--- config.mk ---
export PLATFORM = sky130hd
export DESIGN_NAME = interval_timer
export DESIGN_NICKNAME = d
export VERILOG_FILES = /design/src/inc/interval_timer_pkg.sv /design/src/rtl/interval_timer.sv
export SDC_FILE = /design/constraint.sdc
export NUM_CORES = 1
export LEC_CHECK = 0
export BUFFER_PORTS_ARGS = -buffer_cell sky130_fd_sc_hd__buf_2
export CORE_MARGIN = 2
export CORE_UTILIZATION = 40
export DETAILED_ROUTE_END_ITERATION = 10
export PLACE_DENSITY_LB_ADDON = 0.3
export SLEW_MARGIN = 20
export SYNTH_ARGS = -nofsm -noshare
export SYNTH_HDL_FRONTEND = slang
export SYNTH_SLANG_ARGS = --single-unit
--- constraint.sdc ---
create_clock -name aclk -period 4.8 [get_ports aclk]
set_input_delay 0 -clock aclk [delete_from_list [all_inputs] [get_ports aclk]]
set_output_delay 0 -clock aclk [all_outputs]
set_load 0.05 [all_outputs]
--- src/inc/interval_timer_pkg.sv ---
/*
 * constants, register indices and carrier types of the three channel interval timer.
 * assumes a 32-bit axi4-lite register bus with one aligned word per register.
 */
`default_nettype none
package interval_timer_pkg;
    localparam int NUM_CTR = 3;
    localparam int AXI_ADDR_W = 10;
    // printed offsets are register indices; byte address is four times the index
    localparam logic [7:0] IDX_CTR0 = 8'h18;
    localparam logic [7:0] IDX_CTR1 = 8'h1a;
    localparam logic [7:0] IDX_CTR2 = 8'h1c;
    localparam logic [7:0] IDX_CTRL = 8'h1e;
    localparam logic [1:0] SEL_READBACK = 2'h3;
    localparam logic [1:0] ACC_LATCH = 2'h0;
    localparam logic [1:0] ACC_LSB = 2'h1;
    localparam logic [1:0] ACC_MSB = 2'h2;
    localparam logic [1:0] ACC_PAIR = 2'h3;
    localparam logic [1:0] STEP_ONE = 2'h1;
    localparam logic [1:0] STEP_TWO = 2'h2;
    localparam logic [1:0] STEP_THREE = 2'h3;
    localparam logic [15:0] COUNT_RESET = 16'h0000;
    localparam logic [15:0] COUNT_ONE = 16'h0001;
    localparam logic [15:0] COUNT_TWO = 16'h0002;
    localparam logic [15:0] BCD_TOP = 16'h9999;
    localparam logic [1:0] RESP_OKAY = 2'h0;
    localparam logic [1:0] RESP_SLVERR = 2'h2;

    typedef enum logic [2:0] {MODE0, MODE1, MODE2, MODE3, MODE4, MODE5} op_mode_t;

    typedef struct packed {
        logic target_select_hi;
        logic target_select_lo;
        logic byte_access_hi;
        logic byte_access_lo;
        logic op_mode_bit2;
        logic op_mode_bit1;
        logic op_mode_bit0;
        logic bcd_select;
    } ctrl_word_t;

    typedef struct packed {
        logic [1:0] marker;
        logic latch_count_n;
        logic latch_status_n;
        logic readback_pick_third;
        logic readback_pick_second;
        logic readback_pick_first;
        logic spare;
    } readback_t;

    typedef struct packed {
        logic out_level;
        logic null_count;
        logic [1:0] access;
        logic [2:0] mode;
        logic bcd;
    } status_t;

    // x10 and x11 fold onto modes 2 and 3
    function automatic op_mode_t to_mode(input ctrl_word_t c);
        if (c.op_mode_bit1) begin
            return op_mode_t'({1'b0, c.op_mode_bit1, c.op_mode_bit0});
        end
        return op_mode_t'({c.op_mode_bit2, c.op_mode_bit1, c.op_mode_bit0});
    endfunction : to_mode
endpackage : interval_timer_pkg
`default_nettype wire

--- src/rtl/interval_timer.sv ---
/*
 * three channel 16-bit interval timer behind an axi4-lite slave.
 * assumes counter clock and gate pins are synchronous to aclk; counters step on a
 * falling edge of their own clock pin as seen at aclk.
 */
// Summary of operation
// - binary counts to 65535, decimal to 9999
// - both select bits set means read-back command
// - read-back count latch equals per-counter latches
// - status byte: output, null count, programming
// - latched status is returned by next read
// - mode 0: low, high at terminal count
// - mode 0: first byte halts, second restarts
// - mode 1: gate edge starts one-shot low pulse
// - mode 1: new count waits; gate edge retriggers
// - mode 2: one-clock low pulse each period
// - mode 2: gate low forces high, edge restarts
// - mode 3 even: step two, toggle, reload
// - mode 3 odd: first step one or three
// - mode 4: load starts, one-clock low strobe
// - mode 4: reload next clock, gate low pauses
// - mode 5: gate edge starts, strobe, retriggers
// - control and count writes interleave freely
// - latch command holds count without disturbing
// - select codes pick counters or read-back
// - access codes: latch, low, high, pair
// - mode codes and decimal select bit
`timescale 1ns/1ps
`default_nettype none
module interval_timer
    import interval_timer_pkg::*;
(
    input wire logic aclk, // 25 mhz bus clock
    input wire logic aresetn, // synchronous reset
    input wire logic [interval_timer_pkg::AXI_ADDR_W-1:0] awaddr, // write address
    input wire logic awvalid, // write address valid
    output logic awready, // write address ready
    input wire logic [31:0] wdata, // write data
    input wire logic [3:0] wstrb, // byte enables
    input wire logic wvalid, // write data valid
    output logic wready, // write data ready
    output logic [1:0] bresp, // write response
    output logic bvalid, // write response valid
    input wire logic bready, // write response ready
    input wire logic [interval_timer_pkg::AXI_ADDR_W-1:0] araddr, // read address
    input wire logic arvalid, // read address valid
    output logic arready, // read address ready
    output logic [31:0] rdata, // read data
    output logic [1:0] rresp, // read response
    output logic rvalid, // read data valid
    input wire logic rready, // read data ready
    input wire logic [interval_timer_pkg::NUM_CTR-1:0] ctr_clk, // counter clock pins
    input wire logic [interval_timer_pkg::NUM_CTR-1:0] ctr_gate, // counter gate pins
    output logic [interval_timer_pkg::NUM_CTR-1:0] ctr_out // counter outputs
);
    import interval_timer_pkg::*;

    // ********************************************************************
    // arithmetic
    // ********************************************************************
    function automatic logic [15:0] bcd_dec(input logic [15:0] v);
        logic [15:0] r;
        logic borrow;
        r = v;
        borrow = 1'b1;
        for (int d = 0; d < 4; d++) begin
            if (borrow) begin
                if (r[d*4+:4] == 4'h0) begin
                    r[d*4+:4] = 4'h9;
                end else begin
                    r[d*4+:4] = r[d*4+:4] - 4'h1;
                    borrow = 1'b0;
                end
            end
        end
        return r;
    endfunction : bcd_dec

    function automatic logic [15:0] count_down(input logic [15:0] v, input logic [1:0] step, input logic bcd);
        logic [15:0] r;
        r = v;
        for (int k = 0; k < 3; k++) begin
            if (k < int'(step)) begin
                r = bcd ? bcd_dec(r) : r - COUNT_ONE;
            end
        end
        return r;
    endfunction : count_down

    function automatic logic [7:0] ctr_idx(input int i);
        return IDX_CTR0 + 8'(2 * i);
    endfunction : ctr_idx

    // ********************************************************************
    // axi4-lite handshakes
    // ********************************************************************
    logic [AXI_ADDR_W-1:0] awaddr_q;
    logic [7:0] wbyte_q;
    logic wstrb0_q;
    logic wr_fire;
    logic rd_fire;
    logic [7:0] aw_idx;
    logic [7:0] ar_idx;
    logic [7:0] rd_byte;
    logic rd_mapped;

    assign wr_fire = !awready && !wready && !bvalid;
    assign rd_fire = arvalid && arready;
    assign aw_idx = awaddr_q[9:2];
    assign ar_idx = araddr[9:2];

    // address and data are taken in either order; the write acts once both are held
    always_ff @(posedge aclk) begin
        if (!aresetn) begin
            awready <= 1'b1;
            wready <= 1'b1;
            bvalid <= 1'b0;
            bresp <= RESP_OKAY;
            awaddr_q <= '0;
            wbyte_q <= 8'h00;
            wstrb0_q <= 1'b0;
        end else begin
            if (awvalid && awready) begin
                awready <= 1'b0;
                awaddr_q <= awaddr;
            end
            if (wvalid && wready) begin
                wready <= 1'b0;
                wbyte_q <= wdata[7:0];
                wstrb0_q <= wstrb[0];
            end
            if (wr_fire) begin
                bvalid <= 1'b1;
                bresp <= (aw_idx == IDX_CTRL || aw_idx == IDX_CTR0 || aw_idx == IDX_CTR1 || aw_idx == IDX_CTR2)
                    ? RESP_OKAY : RESP_SLVERR;
            end
            if (bvalid && bready) begin
                bvalid <= 1'b0;
                awready <= 1'b1;
                wready <= 1'b1;
            end
        end
    end

    always_ff @(posedge aclk) begin
        if (!aresetn) begin
            arready <= 1'b1;
            rvalid <= 1'b0;
            rdata <= 32'h0000_0000;
            rresp <= RESP_OKAY;
        end else begin
            if (rd_fire) begin
                arready <= 1'b0;
                rvalid <= 1'b1;
                rdata <= {24'h00_0000, rd_byte};
                rresp <= rd_mapped ? RESP_OKAY : RESP_SLVERR;
            end
            if (rvalid && rready) begin
                rvalid <= 1'b0;
                arready <= 1'b1;
            end
        end
    end

    // ********************************************************************
    // command decode
    // ********************************************************************
    ctrl_word_t cw;
    readback_t rb;
    logic wr_ctrl;
    logic [NUM_CTR-1:0] dw, dr, cw_mode, cw_latch, rb_cnt, rb_sta;
    logic [NUM_CTR-1:0] rb_pick;

    assign cw = ctrl_word_t'(wbyte_q);
    assign rb = readback_t'(wbyte_q);
    assign rb_pick = {rb.readback_pick_third, rb.readback_pick_second, rb.readback_pick_first};
    assign wr_ctrl = wr_fire && wstrb0_q && aw_idx == IDX_CTRL;

    always_comb begin
        for (int i = 0; i < NUM_CTR; i++) begin
            dw[i] = wr_fire && wstrb0_q && aw_idx == ctr_idx(i);
            dr[i] = rd_fire && ar_idx == ctr_idx(i);
            cw_mode[i] = wr_ctrl && {cw.target_select_hi, cw.target_select_lo} == 2'(i)
                && {cw.byte_access_hi, cw.byte_access_lo} != ACC_LATCH;
            cw_latch[i] = wr_ctrl && {cw.target_select_hi, cw.target_select_lo} == 2'(i)
                && {cw.byte_access_hi, cw.byte_access_lo} == ACC_LATCH;
            rb_cnt[i] = wr_ctrl && rb.marker == SEL_READBACK && !rb.latch_count_n
                && rb_pick[i];
            rb_sta[i] = wr_ctrl && rb.marker == SEL_READBACK && !rb.latch_status_n
                && rb_pick[i];
        end
    end

    // ********************************************************************
    // counters
    // ********************************************************************
    op_mode_t mode [NUM_CTR];
    logic [1:0] rw [NUM_CTR];
    logic [NUM_CTR-1:0] bcd, wptr, rptr, latched, st_latched, nul, load_pend, running, armed, halt, fresh, trig;
    logic [NUM_CTR-1:0] clk_prev, gate_prev, tick, gate_rise;
    logic [15:0] cr [NUM_CTR];
    logic [15:0] ce [NUM_CTR];
    logic [15:0] ol [NUM_CTR];
    status_t st [NUM_CTR];
    logic [1:0] step3 [NUM_CTR];

    assign tick = clk_prev & ~ctr_clk;
    assign gate_rise = ctr_gate & ~gate_prev;

    always_comb begin
        for (int i = 0; i < NUM_CTR; i++) begin
            step3[i] = (fresh[i] && cr[i][0]) ? (ctr_out[i] ? STEP_ONE : STEP_THREE) : STEP_TWO;
        end
    end

    // a count of zero stands for the full range, as the down-counter wraps through it
    always_ff @(posedge aclk) begin
        if (!aresetn) begin
            for (int i = 0; i < NUM_CTR; i++) begin
                mode[i] <= MODE0;
                rw[i] <= ACC_LSB;
                cr[i] <= COUNT_RESET;
                ce[i] <= COUNT_RESET;
                ol[i] <= COUNT_RESET;
                st[i] <= '0;
            end
            {bcd, wptr, rptr, latched, st_latched, nul, load_pend} <= '0;
            {running, armed, halt, fresh, trig, clk_prev} <= '0;
            // gates idle high; a low reset value would fake a rising edge right after reset
            gate_prev <= '1;
            ctr_out <= '0;
        end else begin
            clk_prev <= ctr_clk;
            gate_prev <= ctr_gate;
            for (int i = 0; i < NUM_CTR; i++) begin
                if (tick[i]) begin
                    trig[i] <= 1'b0;
                    unique case (mode[i])
                        MODE0, MODE4: begin
                            if (load_pend[i]) begin
                                ce[i] <= cr[i];
                                {load_pend[i], nul[i]} <= 2'b00;
                                {running[i], armed[i]} <= 2'b11;
                                ctr_out[i] <= (mode[i] == MODE4);
                            end else if (running[i] && !halt[i] && ctr_gate[i]) begin
                                ce[i] <= count_down(ce[i], STEP_ONE, bcd[i]);
                                if (mode[i] == MODE0) begin
                                    if (ce[i] == COUNT_ONE) ctr_out[i] <= 1'b1;
                                end else begin
                                    ctr_out[i] <= !(armed[i] && ce[i] == COUNT_ONE);
                                    if (ce[i] == COUNT_ONE) armed[i] <= 1'b0;
                                end
                            end else if (mode[i] == MODE4) begin
                                ctr_out[i] <= 1'b1;
                            end
                        end
                        MODE1, MODE5: begin
                            if (trig[i]) begin
                                ce[i] <= cr[i];
                                {load_pend[i], nul[i]} <= 2'b00;
                                {running[i], armed[i]} <= 2'b11;
                                ctr_out[i] <= (mode[i] == MODE5);
                            end else if (running[i]) begin
                                ce[i] <= count_down(ce[i], STEP_ONE, bcd[i]);
                                if (mode[i] == MODE1) begin
                                    if (ce[i] == COUNT_ONE) ctr_out[i] <= 1'b1;
                                end else begin
                                    ctr_out[i] <= !(armed[i] && ce[i] == COUNT_ONE);
                                    if (ce[i] == COUNT_ONE) armed[i] <= 1'b0;
                                end
                            end
                        end
                        MODE2, MODE3: begin
                            if (!ctr_gate[i]) begin
                                ctr_out[i] <= 1'b1;
                            end else if (trig[i] || (load_pend[i] && !running[i])) begin
                                ce[i] <= cr[i];
                                {load_pend[i], nul[i]} <= 2'b00;
                                {running[i], fresh[i]} <= 2'b11;
                                ctr_out[i] <= 1'b1;
                            end else if (running[i] && mode[i] == MODE2) begin
                                if (ce[i] == COUNT_TWO) ctr_out[i] <= 1'b0;
                                if (ce[i] == COUNT_ONE) begin
                                    ce[i] <= cr[i];
                                    ctr_out[i] <= 1'b1;
                                    {load_pend[i], nul[i]} <= 2'b00;
                                end else begin
                                    ce[i] <= count_down(ce[i], STEP_ONE, bcd[i]);
                                end
                            end else if (running[i]) begin
                                if (ce[i] != COUNT_RESET && ce[i] <= {14'h0000, step3[i]}) begin
                                    ctr_out[i] <= !ctr_out[i];
                                    ce[i] <= cr[i];
                                    fresh[i] <= 1'b1;
                                    {load_pend[i], nul[i]} <= 2'b00;
                                end else begin
                                    ce[i] <= count_down(ce[i], step3[i], bcd[i]);
                                    fresh[i] <= 1'b0;
                                end
                            end
                        end
                        default: begin
                        end
                    endcase
                end
                if (gate_rise[i]) trig[i] <= 1'b1;
                if (dr[i]) begin
                    if (st_latched[i]) begin
                        st_latched[i] <= 1'b0;
                    end else if (rw[i] == ACC_PAIR) begin
                        rptr[i] <= !rptr[i];
                        if (rptr[i]) latched[i] <= 1'b0;
                    end else begin
                        latched[i] <= 1'b0;
                    end
                end
                if (dw[i]) begin
                    if (rw[i] == ACC_PAIR && !wptr[i]) begin
                        cr[i][7:0] <= wbyte_q;
                        wptr[i] <= 1'b1;
                        if (mode[i] == MODE0) halt[i] <= 1'b1;
                    end else begin
                        unique case (rw[i])
                            ACC_LSB: cr[i] <= {8'h00, wbyte_q};
                            ACC_MSB: cr[i] <= {wbyte_q, 8'h00};
                            default: cr[i][15:8] <= wbyte_q;
                        endcase
                        wptr[i] <= 1'b0;
                        {load_pend[i], nul[i], halt[i]} <= 3'b110;
                        if (mode[i] == MODE0) ctr_out[i] <= 1'b0;
                    end
                end
                if ((cw_latch[i] || rb_cnt[i]) && !latched[i]) begin
                    ol[i] <= ce[i];
                    latched[i] <= 1'b1;
                end
                if (rb_sta[i] && !st_latched[i]) begin
                    st[i] <= {ctr_out[i], nul[i], rw[i], 3'(mode[i]), bcd[i]};
                    st_latched[i] <= 1'b1;
                end
                if (cw_mode[i]) begin
                    mode[i] <= to_mode(cw);
                    rw[i] <= {cw.byte_access_hi, cw.byte_access_lo};
                    bcd[i] <= cw.bcd_select;
                    ctr_out[i] <= (to_mode(cw) != MODE0);
                    {running[i], armed[i], halt[i], load_pend[i], nul[i]} <= 5'b00001;
                    // a gate edge seen before programming must not fire the new mode
                    trig[i] <= 1'b0;
                    {wptr[i], rptr[i], latched[i], st_latched[i]} <= 4'b0000;
                end
            end
        end
    end

    // ********************************************************************
    // read data select
    // ********************************************************************
    always_comb begin
        logic [15:0] val;
        val = COUNT_RESET;
        rd_byte = 8'h00;
        rd_mapped = (ar_idx == IDX_CTRL);
        for (int i = 0; i < NUM_CTR; i++) begin
            if (ar_idx == ctr_idx(i)) begin
                rd_mapped = 1'b1;
                val = latched[i] ? ol[i] : ce[i];
                if (st_latched[i]) begin
                    rd_byte = st[i];
                end else if (rw[i] == ACC_MSB || (rw[i] == ACC_PAIR && rptr[i])) begin
                    rd_byte = val[15:8];
                end else begin
                    rd_byte = val[7:0];
                end
            end
        end
    end
endmodule : interval_timer
`default_nettype wire

# Word level (Yosys, flattened, before mapping)
# Memory sizes are Yosys's and may differ from the RTL's.
# Cells that the tools add are included.
[classes]
n_eq_ne = 77
add_sub_neg = 45
div = 0
n_mux = 1283
reduce_logical = 208
order_cmp = 12
mul = 0
shifts = 0
bitwise = 65
[ops]
columns = ["cell", "count"]
rows = [
  ["16-bit two-way mux", 183],
  ["1-bit two-way mux", 941],
  ["4-bit two-way mux", 90],
  ["8-bit two-way mux", 30],
  ["4-bit logical NOT", 36],
  ["16-bit by 1-bit subtractor with 16-bit output (second input constant)", 9],
  ["4-bit by 1-bit subtractor with 4-bit output (second input constant)", 36],
  ["1-bit logical AND", 66],
  ["8-bit by 5-bit equality test with 1-bit output (second input constant)", 8],
  ["1-bit bitwise OR", 57],
  ["16-bit by 1-bit equality test with 1-bit output (second input constant)", 3],
  ["16-bit by 2-bit equality test with 1-bit output (second input constant)", 3],
  ["16-bit by 2-bit <= comparator with 1-bit output", 3],
  ["16-bit nonzero test", 3],
  ["3-bit != test (second input constant)", 14],
  ["3-bit two-way mux", 13],
  ["1-bit one-hot mux with 3 select lines", 12],
  ["6-bit AND reduction", 6],
  ["2-bit != test (second input constant)", 17],
  ["2-bit OR reduction", 17],
  ["2-bit nonzero test", 16],
  ["1-bit logical NOT", 29],
  ["2-bit two-way mux", 11],
  ["3-bit by 2-bit equality test with 1-bit output (second input constant)", 6],
  ["other kinds (19)", 81],
]
[word_totals]
mem_count = 6
inputBits = 69
reg_bits = 81
wordCells = 1744
mem_bits_rw = 183
mem_bits_ro = 0
latchBits = 0
[mem_list]
columns = ["memory", "words", "word_bits", "read_ports", "rd_clocked_by_memory_dff", "wr", "line", "rtl"]
rows = [
  ["ce", 3, 16, 3, 0, 3, "interval_timer.sv:202", "logic [15:0] ce [NUM_CTR];"],
  ["cr", 3, 16, 3, 0, 3, "interval_timer.sv:201", "logic [15:0] cr [NUM_CTR];"],
  ["ol", 3, 16, 3, 0, 3, "interval_timer.sv:203", "logic [15:0] ol [NUM_CTR];"],
  ["st", 3, 8, 3, 0, 3, "interval_timer.sv:204", "status_t st [NUM_CTR];"],
  ["mode", 3, 3, 3, 0, 3, "interval_timer.sv:197", "op_mode_t mode [NUM_CTR];"],
  ["rw", 3, 2, 3, 0, 3, "interval_timer.sv:198", "logic [1:0] rw [NUM_CTR];"],
]

# Depth between registers and ports, before layout
# Gate-level depths: netlist of run 1.
# An unclocked memory read counts as a cell.
[depth]
depth_word = 129
ltp_mapped = 20
mapped_depth_nobuf = 19

# Worst setup path before layout of run 1
# Ideal clock, no wire load.
[synth_path]
path_type = "register to register"
startpoint = "memory ce[0][0]"
endpoint = "memory ce[0][13] (data pin)"
t_arrival_ns = 3.886
path_slack_ns = 0.659
stages_incl_launch_ff = 19
path_cell_list = "edfxtp_1 -> clkbuf_1 -> inv_1 -> ha_1 -> buf_2 -> nor2b_1 -> a31oi_1 -> ha_1 -> nand3_1 -> nor3_1 -> nand2b_1 -> ha_1 -> o2111ai_1 -> or3_1 -> bufbuf_8 -> nor3_4 -> and4_1 -> o21ai_1 -> a31o_1"
[synth_lines]
columns = ["item", "line"]
rows = [
  ["start: declaration", "interval_timer.sv:202"],
]

==> qor.log, run 1 <==
qor: logic_synthesis.post_synth_instance_area 19,800 um^2
qor: finish.postLayoutCellArea 22,300 um^2
qor: routing.detail-route-antenna-nets 0
qor: logic_synthesis.synth_top_area_cell edfxtp_1
qor: floorplan.die_h 226 um
qor: routing.detail_route.wl_per_cell 20.4 um
qor: global_route.global_route.usage.total 23.9%
qor: hold_path.hold_path_origin araddr[4]
qor: timing.timing.slew.headroom 33.5%
qor: floorplan.std_cell_rows 81
qor: placement.dp_cells 2,900
qor: critical_path.r2r_end ce[1][15]$_SDFFCE_PP0P_
qor: critical_path.path_max_fanout 8
qor: finish.drive_gt1_share 13.3%
qor: cts.cts_htree_levels 1
qor: run.count_of_maximum_capacitance_violations 0
qor: global_route.grt_pass1_wl 97,200 um
qor: logic_synthesis.distinct_cell_type_count_of_the_synthesized_netlist 119
qor: global_route.grt_max_degree 43
qor: logic_synthesis.synthCells 2,257
qor: power_and_ir_drop.power_density 251 nW/um^2
qor: cts.cts_tree done
qor: floorplan.core-area 48,800 um^2
qor: floorplan.start_util 40.5%
qor: cts.post_cts_hold_buffer_count 70
qor: cts.cts_buffers 30
qor: global_route.via_count_of_the_first_global_routing_pass 17,300
qor: logic_synthesis.synth_top_area_share 27.8%
qor: timing.slew_violations 0
qor: placement.port-buffer-count 55
qor: power_and_ir_drop.p_total 5.59 mW
qor: cts.cts_sinks 260
qor: critical_path.worst_ep_required_time 5.23 ns
qor: timing.post-route-min-period 4.40 ns
qor: logic_synthesis.synthesis.yosys.warnings 0
qor: global_route.initial_antenna_violation_count 0
qor: logic_synthesis.seq_area_frac_synth 35.6%
qor: timing.setup_total_negative_slack 0 ns
qor: finish.fin_cells 3,026
qor: logic_synthesis.synthMostInstantiatedCell nor2_1
qor: hold_path.min-delay-path-class input pin to register
qor: critical_path.criticalPathCategory register to register
qor: routing.routed_via_density 6.03
qor: critical_path.rr_worst_depth 14
qor: cts.clk_transition_reported_paths 0.07 ns
qor: cts.post_cts_setup_buffers 0
qor: logic_synthesis.most_area_consuming_cells_after_synthesis edfxtp_1 (28%), dfxtp_1 (7.8%), nor2_1 (4.2%)
qor: finish.layout-area-overhead-vs-synth 12.9%
qor: cts.cts_resized 0
qor: cts.ctsRootBufferMaster clkbuf_16
qor: logic_synthesis.synth_flop_cell edfxtp_1
qor: outcome.run_status finished clean
qor: logic_synthesis.async_reset_ff_share 0%
qor: critical_path.cp_data_arrival_time 4.83 ns
qor: critical_path.worstSetupStartpoint ce[1][0]$_SDFFCE_PP0P_
qor: timing.timing.final.hold_violations 0
qor: floorplan.i_o_pin_cnt 113
qor: logic_synthesis.syn_avg_cell_area 8.76 um^2
qor: routing.drc 0
qor: critical_path.cp-start-kind register
qor: routing.vias 18,300
qor: cts.worstSkewPairLatency 0.62 ns
qor: timing.max_freq 0.227 GHz
qor: critical_path.worstReg2RegStart ce[1][0]$_SDFFCE_PP0P_
qor: routing.initialDrtViolationCount 2,211
qor: power_and_ir_drop.peakVddDrop 242 uV
qor: placement.detailed_place.area 20,600 um^2
qor: timing.hold-worst-slack 0.111 ns
qor: power_and_ir_drop.leakage 8.01 nW
qor: floorplan.die_w 226 um
qor: timing.grt_setup_unrepaired no
qor: timing.period_share 91.7%
qor: logic_synthesis.synthTopCellsByCount nor2_1 (222), edfxtp_1 (183), nand2_1 (171)
qor: finish.nets 2,445
qor: logic_synthesis.synth_enable_flop_cells 183
qor: routing.drt_pass1_iterations 5
qor: cts.cts.path.max_buffers 3
qor: timing.actual_slew_at_the_worst_max_slew_pin 0.998 ns
qor: placement.detailed_place_hpwl 45,200 um
qor: floorplan.die-area 51,200 um^2
qor: logic_synthesis.synth-seq-cells 260
qor: routing.wirelength_routed 61,800 um
qor: critical_path.cp-endpoint ce[1][15]$_SDFFCE_PP0P_
qor: timing.fin_worst_skew 0.0674 ns
qor: finish.n_antenna_cell 0
qor: critical_path.r2r_slack 0.40 ns
qor: placement.final_weighted_congestion_in_routability_driven_placement 0.944
qor: global_route.global_route.overflow_total 0
qor: timing.finalSetupViolCount 0
qor: critical_path.critical_path.endpoint_type register
-- worst min-delay path by stage --
stage               slack, ns  cells past startpoint                         end
floorplan                0.10                      1     gate_prev[0]$_SDFF_PN1_
global placement         0.24                      2        arready$_SDFFE_PP1P_
detailed placement       0.25                      2        arready$_SDFFE_PP1P_
CTS                      0.09                      4  st_latched[2]$_SDFFE_PP0P_
global route             0.19                      4  st_latched[1]$_SDFFE_PP0P_
finish                   0.11                      4  st_latched[1]$_SDFFE_PP0P_
-- flip-flops by register name, summed over array words and instances (netlist names), 6 cells and up --
name / flops
rw: 6
mode: 9
ol: 48
cw: 8
awaddr_q: 8
rdata: 8
st: 24
cr: 48
ce: 48
-- power by group --
group | internal [mW] | total (mW) | switching (mW)
sequential | 2.47 | 2.56 | 0.0885
clock | 1.26 | 2.27 | 1.02
combinational | 0.273 | 0.764 | 0.491
-- logic make-up (layout without fill, tap and decap cells) --
group / after synthesis / in the layout / synth area share (%)
simple gates: 998 / 998 / 27.4
xor+xnor: 59 / 59 / 2.65
mux: 110 / 110 / 7.25
fa+ha+maj: 38 / 38 / 2.41
compound gates: 553 / 553 / 18.9
other cells: 1 / 26 / 0.0190
buf+inv: 238 / 318 / 5.80
flops: 260 / 260 / 35.6
-- final cells by class --
class	instances	area [um^2]
clock buffers	38	841
clock inverters	18	145
fillers	4716	26500
inverters	68	255
multi-input cells	1784	11700
flip-flops and latches	260	7040
well taps	664	831
repair buffers	194	1510
-- through the flow --
stage                     worst slack (ns)  util, %
after floorplan                      0.659        -
after global placement               0.526     42.2
after detailed placement             0.469     42.2
after CTS                            0.428     45.7
after global routing                0.0361     45.7
final                                0.396     45.7
-- worst max-delay path, cell delays in order (launching register included) --
cell and delay (ns):
edfxtp_1 0.39, inv_1 0.15, ha_1 0.18, nor2b_1 0.48, a21o_1 0.28, ha_1 0.29, nand2_1 0.16, nor4_1 0.43
nand2_1 0.19, nor4_1 0.46, mux2i_1 0.21, nor3_1 0.34, nand4_1 0.16, or3_1 0.39, o311ai_1 0.08
-- layout by cell type (no fill, tap or decap), drive strengths merged, types with 12 or more instances in the layout --
master	n
or3	41
nand4	33
conb	26
and3	32
nand2	171
xor2	22
o21a	16
edfxtp	183
clkbuf	38
mux2	19
a31oi	34
nor2b	43
o2111ai	12
nor2	223
a22oi	12
clkinv	17
dlygate4sd3	70
nor4	36
buf	124
nand3	64
and2	109
ha	38
o211ai	22
nor3	101
mux2i	67
nand2b	36
o22ai	20
a21oi	147
xnor2	37
a211oi	50
or4	18
dfxtp	77
mux4	24
o21ai	97
inv	69
or2	24
-- layer usage --
layer / track usage [%] / wire length [um]
met2: 38.2 / 27900
met4: 7.05 / 1670
met3: 2.49 / 4340
met1: 34.2 / 27800
met5: 0 / 0
No activity file was read; power rests on OpenSTA's default activity.
==> run 2, diff against run 1 <==
CORE_UTILIZATION = 30   (was 40)
==> run 2 against run 1 <==
Effect of this change:
- flip-flop and latch count stayed put
- via count is 1.2% lower
- total power is 2.5% higher
- global-route usage is 5.9 points lower
- sequential share of layout area is 0.25 points lower
- register-to-register slack worse by 0.097 ns
- first-iteration DRC count is 24% lower
- sequential power hardly changed
- final area is 0.80% higher
==> qor.log, run 2 (synthesized netlist as in run 1, its figures left out) <==
qor: outcome.run_status finished clean
qor: floorplan.i_o_pin_cnt 113 [unchanged]
qor: power_and_ir_drop.p_total 5.73 mW [+2.5%]
qor: cts.cts_htree_levels 1 [unchanged]
qor: placement.detailed_place_hpwl 47,200 um [+4.4%]
qor: hold_path.number_of_cells_traversed_by_the_worst_hold_path 3 [-1]
qor: power_and_ir_drop.peakVddDrop 272 uV [+12%]
qor: floorplan.die_w 261 um [+15%]
qor: floorplan.die_h 261 um [+15%]
qor: global_route.initial_antenna_violation_count 0 [unchanged]
qor: global_route.grt_max_degree 43 [unchanged]
qor: routing.routed_via_density 5.61 [-7.0%]
qor: routing.drc 0 [unchanged]
qor: finish.layout.cells.most_common nor2_1
qor: critical_path.r2r_end ce[1][10]$_SDFFCE_PP0P_
qor: floorplan.core-area 65,500 um^2 [+34%]
qor: cts.worstSkewPairLatency 0.59 ns [-0.03 ns]
qor: critical_path.criticalPathCategory register to register
qor: finish.layout-area-overhead-vs-synth 13.8%
qor: routing.vias 18,000 [-1.2%]
qor: timing.period_share 93.8% [+2.0 points]
qor: critical_path.r2r_slack 0.30 ns [-0.10 ns]
qor: timing.post-route-min-period 4.50 ns [+0.0968 ns]
qor: power_and_ir_drop.leakage 7.94 nW [-0.88%]
qor: critical_path.worst_path_max_delay_cell a211oi_2
qor: cts.cts_sinks 260 [unchanged]
qor: routing.initialDrtViolationCount 1,681 [-24%]
qor: critical_path.worstReg2RegStart ce[1][0]$_SDFFCE_PP0P_
qor: critical_path.path_max_fanout 10 [+2]
qor: timing.post-route-worst-setup-slack 0.300 ns [-0.0968 ns]
qor: cts.cts.path.max_buffers 3 [unchanged]
qor: finish.layout_common_cells nor2_1 (221), edfxtp_1 (183), nand2_1 (171)
qor: finish.fin_cells 3,214 [+6.2%]
qor: placement.final_weighted_congestion_in_routability_driven_placement 0.919 [-2.6%]
qor: timing.actual_slew_at_the_worst_max_slew_pin 1.05 ns [+0.0543 ns]
qor: cts.cts_buffers 30 [unchanged]
qor: critical_path.cell_breakdown_of_the_critical_path inv_1 > ha_1 > nor2b_2 > a21o_1 > ha_1 > nand2_1 > or4_1 > nor3_1 > xnor2_1 > o21bai_1 > a211oi_2 > a21oi_1 > nor3_1 > a211oi_1
qor: global_route.via_count_of_the_first_global_routing_pass 17,000 [-1.7%]
qor: placement.port-buffer-count 55 [unchanged]
qor: finish.layout_top_registers ce x48, cr x48, ol x48
qor: hold_path.worst_hold_path.endpoint gate_prev[0]$_SDFF_PN1_
qor: placement.dp_cells 3,106 [+7.1%]
qor: timing.timing.final.hold_violations 0 [unchanged]
qor: hold_path.min-delay-path-class input pin to register
qor: run.count_of_maximum_capacitance_violations 0 [unchanged]
qor: critical_path.max_stage_delay 0.51 ns [+0.03 ns]
qor: timing.finalSetupViolCount 0 [unchanged]
qor: cts.cts_tree done
qor: timing.timing.slew.headroom 29.9% [-3.6 points]
qor: timing.fin_worst_skew 0.0263 ns [-0.0411 ns]
qor: routing.drt_pass1_iterations 5 [unchanged]
qor: timing.grt_setup_unrepaired no
qor: critical_path.critical_path.endpoint_type register
qor: critical_path.cp_data_arrival_time 4.79 ns [-0.04 ns]
qor: cts.clk_transition_reported_paths 0.07 ns [about the same]
qor: routing.wirelength_routed 63,300 um [+2.5%]
qor: global_route.global_route.usage.total 18.1% [-5.9 points]
qor: cts.ctsRootBufferMaster clkbuf_16
qor: global_route.global_route.overflow_total 0 [unchanged]
qor: finish.nets 2,433 [-0.49%]
qor: timing.slew_violations 0 [unchanged]
qor: critical_path.worst_ep_required_time 5.09 ns [-0.14 ns]
qor: timing.setup_total_negative_slack 0 ns [unchanged]
qor: floorplan.std_cell_rows 94 [+16%]
qor: floorplan.die-area 68,000 um^2 [+33%]
qor: power_and_ir_drop.power_density 255 nW/um^2 [+1.7%]
qor: global_route.grt_pass1_wl 98,300 um [+1.2%]
qor: finish.n_antenna_cell 0 [unchanged]
qor: critical_path.cp-start-kind register
qor: placement.post-place-ws 0.233 ns [-0.236 ns]
qor: critical_path.rr_worst_depth 14 [unchanged]
qor: timing.max_freq 0.222 GHz [-2.2%]
qor: floorplan.start_util 30.2% [-10 points]
qor: hold_path.hold_path_origin aresetn
qor: routing.detail_route.wl_per_cell 19.7 um [-3.5%]
qor: finish.drive_gt1_share 13.5% [+0.24 points]
qor: routing.detail-route-antenna-nets 0 [unchanged]
==> run 2: area by class of cell <==
type / instances / area [um^2]
Clock buffer: 37 / 787
Clock inverter: 19 / 230
Fill cell: 6732 / 43000
Inverter: 68 / 255
Multi-Input combinational cell: 1784 / 11700
Sequential cell: 260 / 7040
Tap cell: 864 / 1080
Timing Repair Buffer: 182 / 1370
==> run 2: power by group <==
part	total, mW	leakage, nW	internal [mW]	switching [mW]
combinational	0.762	4.94	0.269	0.493
clock	2.41	0.491	1.39	1.02
sequential	2.56	2.51	2.47	0.0897
total	5.73	7.94	4.13	1.60
==> run 2: worst max path at each step <==
stage,from,cells after the start,slack [ns],to
finish,ce[1][0]$_SDFFCE_PP0P_,14,0.30,ce[1][10]$_SDFFCE_PP0P_
CTS,ce[2][0]$_DFFE_PP_,14,0.18,ce[2][14]$_DFFE_PP_
global route,ce[1][0]$_SDFFCE_PP0P_,14,0.03,ce[1][10]$_SDFFCE_PP0P_
floorplan,ce[0][0]$_SDFFCE_PP0P_,18,0.66,ce[0][13]$_SDFFCE_PP0P_
detailed placement,ce[2][0]$_DFFE_PP_,14,0.23,ce[2][14]$_DFFE_PP_
global placement,ce[2][0]$_DFFE_PP_,14,0.35,ce[2][14]$_DFFE_PP_
==> run 2: per-stage QoR <==
step	instance area (um^2)	hold WS, ns	utilization, %
finish	22500	0.0247	34.3
global route	22500	0.0138	34.3
CTS	22500	0.000221	34.3
detailed placement	20900	0.245	31.9
global placement	20900	0.235	31.9
floorplan	19900	0.101	-
==> run 2: critical path, delay by kind of cell, from the launching register on <==
family / cells / cell delay (ns)
compound gates: 5 / 1.22
buf+inv: 1 / 0.14
simple gates: 5 / 1.69
flops: 1 / 0.38
xor+xnor: 1 / 0.14
fa+ha+maj: 2 / 0.62
==> run 2: timing repair <==
item,in CTS,in global routing
endpoints found under the setup margin,0,10
hold buffers,52,0
hold endpoints to repair,49,0
resized for setup,0,6
buffers inserted,0,0
==> run 2: per-layer routing <==
layer | GRT usage [%] | vias up | share of wire, %
met1 | 24.8 | 8830 | 45
met5 | 0 | - | 0
li1 | - | 8544 | -
met3 | 1.53 | 84 | 5.2
met4 | 4.67 | 0 | 2.0
met2 | 30.5 | 572 | 48
